### config.mk
export PLATFORM = sky130hd
export DESIGN_NAME = hbc_core
export DESIGN_NICKNAME = d
export VERILOG_FILES = /design/src/hbc_pkg.sv /design/src/hbc_core.sv /design/src/hbc_sync.sv
export SDC_FILE = /design/constraint.sdc
export NUM_CORES = 1
export LEC_CHECK = 0
export BUFFER_PORTS_ARGS = -buffer_cell sky130_fd_sc_hd__buf_2
export CORE_ASPECT_RATIO = 0.8
export CORE_UTILIZATION = 35
export DETAILED_ROUTE_END_ITERATION = 8
export PLACE_DENSITY = 0.54
export SLEW_MARGIN = 10
export SYNTH_ARGS = -nofsm -noshare
export SYNTH_HDL_FRONTEND = slang
export SYNTH_SLANG_ARGS = --single-unit
export TNS_END_PERCENT = 10
### constraint.sdc
create_clock -name sys_clk -period 5.3 [get_ports sys_clk]
set_clock_uncertainty 0.1 [all_clocks]
set_input_delay 0.265 -clock sys_clk [delete_from_list [all_inputs] [get_ports sys_clk]]
set_output_delay 0.265 -clock sys_clk [all_outputs]
set_load 0.02 [all_outputs]
### src/hbc_pkg.sv
// Package for the H-bridge control logic: timing constants, states and carriers.
// Assumes a 25 MHz sys_clk; all counts are derived from times in their own unit.
package hbc_pkg;
   localparam int unsigned CLK_HZ = 25000000;
   // Times as printed, in nanoseconds
   localparam int unsigned STANDBY_NS = 1000000;
   localparam int unsigned OFF_NS = 24000;
   localparam int unsigned BLANK_NS = 2000;
   localparam int unsigned FAST_NS = 8000;
   localparam int unsigned OCP_REG_NS = 1500;
   localparam int unsigned RETRY_NS = 3000000;
   localparam int unsigned CLK_NS = 1000000000 / CLK_HZ;
   // Cycle counts: least times round up
   localparam int unsigned STANDBY_CYC = (STANDBY_NS + CLK_NS - 1) / CLK_NS;
   localparam int unsigned OFF_CYC = (OFF_NS + CLK_NS - 1) / CLK_NS;
   localparam int unsigned BLANK_CYC = (BLANK_NS + CLK_NS - 1) / CLK_NS;
   localparam int unsigned FAST_CYC = (FAST_NS + CLK_NS - 1) / CLK_NS;
   localparam int unsigned OCP_REG_CYC = (OCP_REG_NS + CLK_NS - 1) / CLK_NS;
   localparam int unsigned RETRY_CYC = (RETRY_NS + CLK_NS - 1) / CLK_NS;
   localparam int unsigned CHOP_GAIN = 10;
   localparam int unsigned CNT_W = 20;
   localparam logic [1:0] RESET_PINS = 2'h0;

   typedef enum logic [4:0] {
      HBC_ST_RUN = 5'h01,
      HBC_ST_FAST = 5'h02,
      HBC_ST_SLOW = 5'h04,
      HBC_ST_OCP = 5'h08,
      HBC_ST_SHUT = 5'h10
   } hbc_state_t;

   // One half-bridge: gate commands for high and low side
   typedef struct packed {
      logic hs_on;
      logic ls_on;
   } hbc_half_t;

   typedef struct packed {
      hbc_half_t a;
      hbc_half_t b;
   } hbc_bridge_t;

   typedef struct packed {
      logic ocp_limit_a;
      logic ocp_limit_b;
      logic undervoltage_lockout;
      logic thermal_cutoff;
      logic zero_current;
      logic chop_trip;
   } hbc_sense_t;
endpackage : hbc_pkg

### src/hbc_core.sv
// Control logic of a two-input full-bridge motor driver: decode, standby,
// chopping with mixed decay, synchronous rectification and protection.
// Assumes pins and analog comparators arrive asynchronously; gate drive is outside.
// Function
// - both inputs low: both outputs float
// - A low, B high: reverse drive
// - A high, B low: forward drive
// - both inputs high: both outputs low
// - inputs low over 1ms: enter standby
// - standby switches off pump
// - chop trip ends drive, starts mixed decay
// - decay lasts fixed 24us off-time
// - decay is fast first, then slow
// - trip when sense equals reference over ten
// - recirculation turns transistors on
// - zero current ends synchronous rectification
// - persistent current limit disables all transistors
// - retry after period, repeat if fault
// - undervoltage disables all, resets logic
// - resume when supply recovers
// - overtemperature disables until cool
// - limit persistence time is 1.5us
// - retry period is 3ms
module hbc_core #(
   parameter int unsigned STANDBY_CYC = hbc_pkg::STANDBY_CYC,
   parameter int unsigned RETRY_CYC = hbc_pkg::RETRY_CYC
) (
   input wire logic sys_clk,
   input wire logic rst,
   input wire logic clk_en,
   input wire logic bridge_input_a,
   input wire logic bridge_input_b,
   input wire hbc_pkg::hbc_sense_t sense_raw,
   output hbc_pkg::hbc_bridge_t gates,
   output logic bridge_output_a,
   output logic bridge_output_a_oe,
   output logic bridge_output_b,
   output logic bridge_output_b_oe,
   output logic standby,
   output logic charge_pump_en,
   output logic fault
);
   localparam int W = 8;
   localparam logic [19:0] STB_C = 20'(STANDBY_CYC);
   localparam logic [19:0] RTY_C = 20'(RETRY_CYC);
   localparam logic [19:0] OFF_C = 20'(hbc_pkg::OFF_CYC);
   localparam logic [19:0] FAST_C = 20'(hbc_pkg::FAST_CYC);
   localparam logic [19:0] BLK_C = 20'(hbc_pkg::BLANK_CYC);
   localparam logic [19:0] REG_C = 20'(hbc_pkg::OCP_REG_CYC);

   typedef struct packed {
      hbc_pkg::hbc_state_t fsm;
      logic [19:0] stb_cnt;
      logic [19:0] tmr;
      logic [19:0] blk_cnt;
      logic [19:0] lim_cnt;
      logic standby;
      logic sr_on;
      hbc_pkg::hbc_bridge_t gates;
      logic [1:0] pins;
   } hbc_core_st_t;

   hbc_core_st_t st;
   hbc_core_st_t next_st;
   logic [W-1:0] sy;
   logic in_a;
   logic in_b;
   logic lim;
   logic uv;
   logic hot;
   logic zc;
   logic trip;

   // Comparator already scales sense against reference over the gain of ten
   hbc_sync #(.W(W)) u_sync (
      .sys_clk(sys_clk),
      .rst(rst),
      .clk_en(clk_en),
      .async_in({bridge_input_a, bridge_input_b, sense_raw}),
      .sync_out(sy)
   );

   assign in_a = sy[7];
   assign in_b = sy[6];
   assign lim = sy[5] | sy[4];
   assign uv = sy[3];
   assign hot = sy[2];
   assign zc = sy[1];
   assign trip = sy[0];

   always_comb begin
      next_st = st;
      next_st.pins = {in_a, in_b};
      // Standby timer restarts whenever an input is high
      if (in_a | in_b) begin
         next_st.stb_cnt = '0;
         next_st.standby = 1'b0;
      end else if (st.stb_cnt >= STB_C) begin
         next_st.standby = 1'b1;
      end else begin
         next_st.stb_cnt = st.stb_cnt + 20'h00001;
      end
      // Blanking restarts on each change of the drive pattern
      if (st.pins != {in_a, in_b}) begin
         next_st.blk_cnt = '0;
      end else if (st.blk_cnt < BLK_C) begin
         next_st.blk_cnt = st.blk_cnt + 20'h00001;
      end
      // Current limit persistence
      if (lim && st.fsm != hbc_pkg::HBC_ST_OCP) begin
         next_st.lim_cnt = st.lim_cnt + 20'h00001;
      end else begin
         next_st.lim_cnt = '0;
      end
      case (st.fsm)
         hbc_pkg::HBC_ST_RUN: begin
            if (st.lim_cnt >= REG_C) begin
               next_st.fsm = hbc_pkg::HBC_ST_OCP;
               next_st.tmr = '0;
            end else if (trip && st.blk_cnt >= BLK_C && (in_a ^ in_b)) begin
               next_st.fsm = hbc_pkg::HBC_ST_FAST;
               next_st.tmr = '0;
               next_st.sr_on = 1'b1;
            end
         end
         hbc_pkg::HBC_ST_FAST: begin
            next_st.tmr = st.tmr + 20'h00001;
            if (zc) begin
               next_st.sr_on = 1'b0;
            end
            if (st.tmr + 20'h00001 >= FAST_C) begin
               next_st.fsm = hbc_pkg::HBC_ST_SLOW;
            end
            // Coast or brake from the host ends decay, so the truth table holds
            if (!(in_a ^ in_b)) begin
               next_st.fsm = hbc_pkg::HBC_ST_RUN;
               next_st.blk_cnt = '0;
               next_st.sr_on = 1'b0;
            end
         end
         hbc_pkg::HBC_ST_SLOW: begin
            next_st.tmr = st.tmr + 20'h00001;
            if (zc) begin
               next_st.sr_on = 1'b0;
            end
            if (st.tmr + 20'h00001 >= OFF_C) begin
               next_st.fsm = hbc_pkg::HBC_ST_RUN;
               next_st.blk_cnt = '0;
               next_st.sr_on = 1'b0;
            end
            // Slow decay would otherwise hold both low sides on with both inputs low
            if (!(in_a ^ in_b)) begin
               next_st.fsm = hbc_pkg::HBC_ST_RUN;
               next_st.blk_cnt = '0;
               next_st.sr_on = 1'b0;
            end
         end
         hbc_pkg::HBC_ST_OCP: begin
            next_st.tmr = st.tmr + 20'h00001;
            if (st.tmr + 20'h00001 >= RTY_C) begin
               next_st.fsm = hbc_pkg::HBC_ST_RUN;
               next_st.blk_cnt = '0;
               next_st.tmr = '0;
            end
         end
         hbc_pkg::HBC_ST_SHUT: begin
            if (!hot) begin
               next_st.fsm = hbc_pkg::HBC_ST_RUN;
               next_st.blk_cnt = '0;
            end
         end
         default: begin
            next_st.fsm = hbc_pkg::HBC_ST_RUN;
         end
      endcase
      if (hot) begin
         next_st.fsm = hbc_pkg::HBC_ST_SHUT;
         next_st.sr_on = 1'b0;
      end
      // Gate pattern from the truth table, overridden by decay and faults
      next_st.gates = '0;
      case ({in_a, in_b})
         2'h1: begin
            next_st.gates.a.ls_on = 1'b1;
            next_st.gates.b.hs_on = 1'b1;
         end
         2'h2: begin
            next_st.gates.a.hs_on = 1'b1;
            next_st.gates.b.ls_on = 1'b1;
         end
         2'h3: begin
            next_st.gates.a.ls_on = 1'b1;
            next_st.gates.b.ls_on = 1'b1;
         end
         default: begin
            next_st.gates = '0;
         end
      endcase
      if (next_st.fsm == hbc_pkg::HBC_ST_FAST) begin
         // Reverse the bridge so current returns to the supply
         next_st.gates.a.hs_on = next_st.sr_on & in_b;
         next_st.gates.a.ls_on = next_st.sr_on & in_a;
         next_st.gates.b.hs_on = next_st.sr_on & in_a;
         next_st.gates.b.ls_on = next_st.sr_on & in_b;
      end else if (next_st.fsm == hbc_pkg::HBC_ST_SLOW) begin
         // Both low sides short the winding
         next_st.gates.a.hs_on = 1'b0;
         next_st.gates.b.hs_on = 1'b0;
         next_st.gates.a.ls_on = next_st.sr_on;
         next_st.gates.b.ls_on = next_st.sr_on;
      end else if (next_st.fsm == hbc_pkg::HBC_ST_OCP
                   || next_st.fsm == hbc_pkg::HBC_ST_SHUT) begin
         next_st.gates = '0;
      end
      if (next_st.standby) begin
         next_st.gates = '0;
      end
   end

   // Undervoltage behaves as a logic reset, so recovery is a clean restart
   always_ff @(posedge sys_clk) begin
      if (rst) begin
         st <= '0;
         st.fsm <= hbc_pkg::HBC_ST_RUN;
         st.pins <= hbc_pkg::RESET_PINS;
      end else if (clk_en) begin
         if (uv) begin
            st <= '0;
            st.fsm <= hbc_pkg::HBC_ST_RUN;
            st.pins <= hbc_pkg::RESET_PINS;
         end else begin
            st <= next_st;
         end
      end
   end

   assign gates = st.gates;
   assign bridge_output_a = st.gates.a.hs_on;
   assign bridge_output_a_oe = st.gates.a.hs_on | st.gates.a.ls_on;
   assign bridge_output_b = st.gates.b.hs_on;
   assign bridge_output_b_oe = st.gates.b.hs_on | st.gates.b.ls_on;
   // Pump stays off in standby; the host must allow settling after wake
   assign standby = st.standby;
   assign charge_pump_en = ~st.standby & ~uv;
   assign fault = (st.fsm == hbc_pkg::HBC_ST_OCP) | (st.fsm == hbc_pkg::HBC_ST_SHUT) | uv;

   property p_coast;
      @(posedge sys_clk) disable iff (rst)
         (clk_en && !in_a && !in_b && !uv) |=> (!bridge_output_a_oe && !bridge_output_b_oe);
   endproperty
   a_coast: assert property (p_coast) else $error("coast not floating");

   property p_fwd;
      @(posedge sys_clk) disable iff (rst)
         (clk_en && in_a && !in_b && !uv && !hot && next_st.fsm == hbc_pkg::HBC_ST_RUN)
         |=> (gates.a.hs_on && gates.b.ls_on);
   endproperty
   a_fwd: assert property (p_fwd) else $error("forward drive wrong");

   property p_brake;
      @(posedge sys_clk) disable iff (rst)
         (clk_en && in_a && in_b && !uv && next_st.fsm == hbc_pkg::HBC_ST_RUN)
         |=> (gates.a.ls_on && gates.b.ls_on && !gates.a.hs_on && !gates.b.hs_on);
   endproperty
   a_brake: assert property (p_brake) else $error("brake wrong");

   property p_standby_gates;
      @(posedge sys_clk) disable iff (rst)
         standby |-> (gates == '0 && !charge_pump_en);
   endproperty
   a_standby_gates: assert property (p_standby_gates) else $error("drive in standby");

   property p_wake;
      @(posedge sys_clk) disable iff (rst)
         (clk_en && (in_a || in_b)) |=> !standby;
   endproperty
   a_wake: assert property (p_wake) else $error("standby not left");

   property p_ocp_off;
      @(posedge sys_clk) disable iff (rst)
         (st.fsm == hbc_pkg::HBC_ST_OCP) |-> gates == '0;
   endproperty
   a_ocp_off: assert property (p_ocp_off) else $error("gates on during retry");

   property p_decay_order;
      @(posedge sys_clk) disable iff (rst)
         (clk_en && st.fsm == hbc_pkg::HBC_ST_RUN && next_st.fsm == hbc_pkg::HBC_ST_FAST && !hot && !uv)
         |=> st.fsm == hbc_pkg::HBC_ST_FAST;
   endproperty
   a_decay_order: assert property (p_decay_order) else $error("decay not fast first");

   property p_uv_reset;
      @(posedge sys_clk) disable iff (rst)
         (clk_en && uv) |=> (gates == '0 && st.fsm == hbc_pkg::HBC_ST_RUN && !st.standby);
   endproperty
   a_uv_reset: assert property (p_uv_reset) else $error("undervoltage not reset");

   property p_hot;
      @(posedge sys_clk) disable iff (rst)
         (clk_en && hot && !uv) |=> (st.fsm == hbc_pkg::HBC_ST_SHUT && gates == '0);
   endproperty
   a_hot: assert property (p_hot) else $error("thermal not off");

   c_standby: cover property (@(posedge sys_clk) disable iff (rst) $rose(standby));
   c_decay: cover property (@(posedge sys_clk) disable iff (rst) st.fsm == hbc_pkg::HBC_ST_SLOW);
   c_retry: cover property (@(posedge sys_clk) disable iff (rst) $fell(st.fsm == hbc_pkg::HBC_ST_OCP));
endmodule : hbc_core

### src/hbc_sync.sv
// Two-flop synchroniser for a bundle of asynchronous levels.
// Assumes a single clock; the first stage feeds only the second.
module hbc_sync #(
   parameter int W = 1
) (
   input wire logic sys_clk,
   input wire logic rst,
   input wire logic clk_en,
   input wire logic [W-1:0] async_in,
   output logic [W-1:0] sync_out
);
   typedef struct packed {
      logic [W-1:0] s1;
      logic [W-1:0] s2;
   } hbc_sync_st_t;
   hbc_sync_st_t st;
   hbc_sync_st_t next_st;

   always_comb begin
      next_st = st;
      next_st.s1 = async_in;
      next_st.s2 = st.s1;
   end

   always_ff @(posedge sys_clk) begin
      if (rst) begin
         st <= '0;
      end else if (clk_en) begin
         st <= next_st;
      end
   end

   assign sync_out = st.s2;
endmodule : hbc_sync
==> results.json <==
{
  "grt_pass1_wl_um": 24600,
  "cp_slowest_stage_delay_ns": 0.64,
  "ys_ff_latch": 109,
  "critPathMaxFanout": 15,
  "dr.pass1.iters": 4,
  "synth_top_area_cell": "dfxtp_1",
  "fmax_mhz": 251,
  "final_antenna_net_count": 0,
  "vdd_drop_max_mv": 0.176,
  "clkSinkCount": 109,
  "synth_edf_count": 0,
  "cts_max_path_buffers": 2,
  "hold_path_class": "primary input to flip-flop",
  "syn_area_sq_um": 5990,
  "insertion_delay_ns": 0.35,
  "ctsRootBufferMaster": "clkbuf_16",
  "required_ns": 5.48,
  "post_drt_via_cell_ratio": 5.58,
  "wire_per_inst_um": 14.9,
  "rows": 42,
  "io_buffers": 21,
  "cts_setup_buffers": 0,
  "final_design_area_no_fill_sq_um": 6550,
  "grt_max_degree": 54,
  "clk_pin_slew_ns": 0.07,
  "synth.area.top_cells": "dfxtp_1, nor2_1, nand2_1, mux2i_1, xor2_1",
  "drcViolationCount": 0,
  "initial_core_util": 0.360,
  "final_nets": 761,
  "area_growth_pct": 9.34,
  "fin_tns_setup_ns": 0,
  "r2r-start": "st[48]",
  "drv_slew": 0,
  "busiest_layer": "met2",
  "crit_path_start": "st[48]",
  "critPathKind": "flip-flop to flip-flop",
  "core_area_sq_um": 16700,
  "synth-seq-area-share": 0.364,
  "grtUsageMet1": 0.239,
  "cap_violations": 0,
  "diodes": 0,
  "die_w_um": 148,
  "dieArea_sq_um": 17600,
  "cp_data_arrival_time_ns": 4.16,
  "hold_buffers": 0,
  "cts_resized": 0,
  "yosysUniqueCellTypes": 69,
  "max_slew_margin": 0.258,
  "synthFlopType": "dfxtp_1",
  "place_area_sq_um": 6210,
  "worstHoldStart": "sense_raw[1]",
  "drt-initial-drc-count": 433,
  "final_cell_mix": "dfxtp_1, nor2_1, nand2_1, nand3_1, nor3_1",
  "syn_inst": 748,
  "hold_slack_ns": 0.0530,
  "grt_pass1_vias": 4997,
  "dp.final_hpwl_um": 10000,
  "syn-mean-instance-area_sq_um": 8.01,
  "htreeDepth": 3,
  "numCtsBuffers": 9,
  "grt_util_met2": 0.259,
  "p_leak_uw": 0.00237,
  "pwr_density_cell_nw_per_um2": 258,
  "post-route-min-period_ns": 3.98,
  "slowest_stage": "o21ai_1",
  "cp_cell_sequence": "ha_1, nand2_1, or4_1, xor2_1, nor4b_2, a211o_2, o21ai_1, buf_4, o2111ai_1, a31oi_1",
  "io_pins": 22,
  "antenna_found_initial": 0,
  "tightest_slew_ns": 1.11,
  "routed_wl_um": 14300,
  "rsz0062_at_grt": "false",
  "finalNonFillerCells": 964,
  "grt_use_met3": 0.0360,
  "via_count": 5382,
  "ys_warn_count": 0,
  "cts_tree": "yes",
  "finalCritPeriodShare": 0.751,
  "r2r_cells": 10,
  "synthArstFlopShare": 0,
  "fp.dieH_um": 119,
  "placed_cells": 948,
  "final_util": 0.393,
  "min_delay_path_depth": 3,
  "setup.worst_path.end_class": "flip-flop",
  "synth.top_cell.area_share": 0.364,
  "cp-start-kind": "flip-flop",
  "grt_usage": 0.171,
  "synth_nets": 770,
  "hold_viol": 0,
  "finalSetupViolCount": 0,
  "grt-ovfl-total": 0,
  "mostFrequentLayoutCell": "dfxtp_1",
  "n_fill_cell": 1653,
  "drive_gt1_frac": 0.0833,
  "outcome": "completed",
  "place.gp.congestion": 0.860
}
-- registers in the layout (all words and copies together), names as in the netlist --
signal           count
bridge_output_a      1
u_sync.sync_out      8
bridge_output_b      1
gates                2
st                  88
u_sync.next_st       8
standby              1
-- layout make-up --
cell class	instances	area (sq um)	share of cell area
Multi-Input combinational cell	565	3500	0.534
Sequential cell	109	2180	0.333
Tap cell	220	275	0.0420
Clock buffer	10	239	0.0365
Timing Repair Buffer	29	165	0.0252
Clock inverter	6	93.8	0.0143
Inverter	25	93.8	0.0143
-- synthesized netlist by cell type (all sizes together), types with 13 or more instances --
cell type / count
and2: 25
nand2: 61
mux2i: 17
nor3: 26
clkbuf: 33
inv: 24
dfxtp: 109
xnor2: 16
xor2: 18
nor2: 101
o21ai: 29
a31oi: 19
and3: 13
nor4: 13
nand4: 24
nand3: 29
a21oi: 20
buf: 16
-- where the power goes --
group,internal (uW),total [uW],switching [uW]
sequential,829,839,10.9
clock,432,754,322
combinational,30.7,95.1,64.4
-- worst paths after layout --
check                                         end  slack (ns)
worst max-delay path                       st[55]        1.32
worst min-delay path            u_sync.next_st[1]        0.05
worst max register to register             st[55]        1.32
worst min register to register             st[41]        0.36
-- cells by family (layout without fill, tap and decap cells) --
family                   after synthesis  after routing  synth area share
flip-flops                           109            109             0.364
multiplexers                          17             17            0.0284
AO/OA/AOI/OAI                        157            157             0.182
AND/OR/NAND/NOR                      346            346             0.301
adder cells (fa/ha/maj)               11             11            0.0230
XOR/XNOR                              34             34            0.0497
buffers and inverters                 74             70            0.0520
-- metal layers --
layer	part of all wire	wire [um]
met2	0.43	6220
met4	0.015	216
met1	0.51	7250
met3	0.046	655
met5	0	0
-- through the flow --
step | worst slack [ns] | power, uW
floorplan | 2.39 | 925
CTS | 1.32 | 1710
finish | 1.32 | 1690
detailed placement | 1.38 | 954
global route | 1.03 | 1760
global placement | 1.45 | 952
-- critical path: cells and delay by family, from the launching register on --
kind                       cells  cell delay, ns
AOI/OAI and AO/OA              4            1.35
xor gates and xnor gates       1            0.25
adders and majority gates      1            0.52
buffers and inverters          1            0.30
DFF                            1            0.44
and+or+nand+nor                3            0.94
Note: power is estimated with default switching activity, not from simulation.
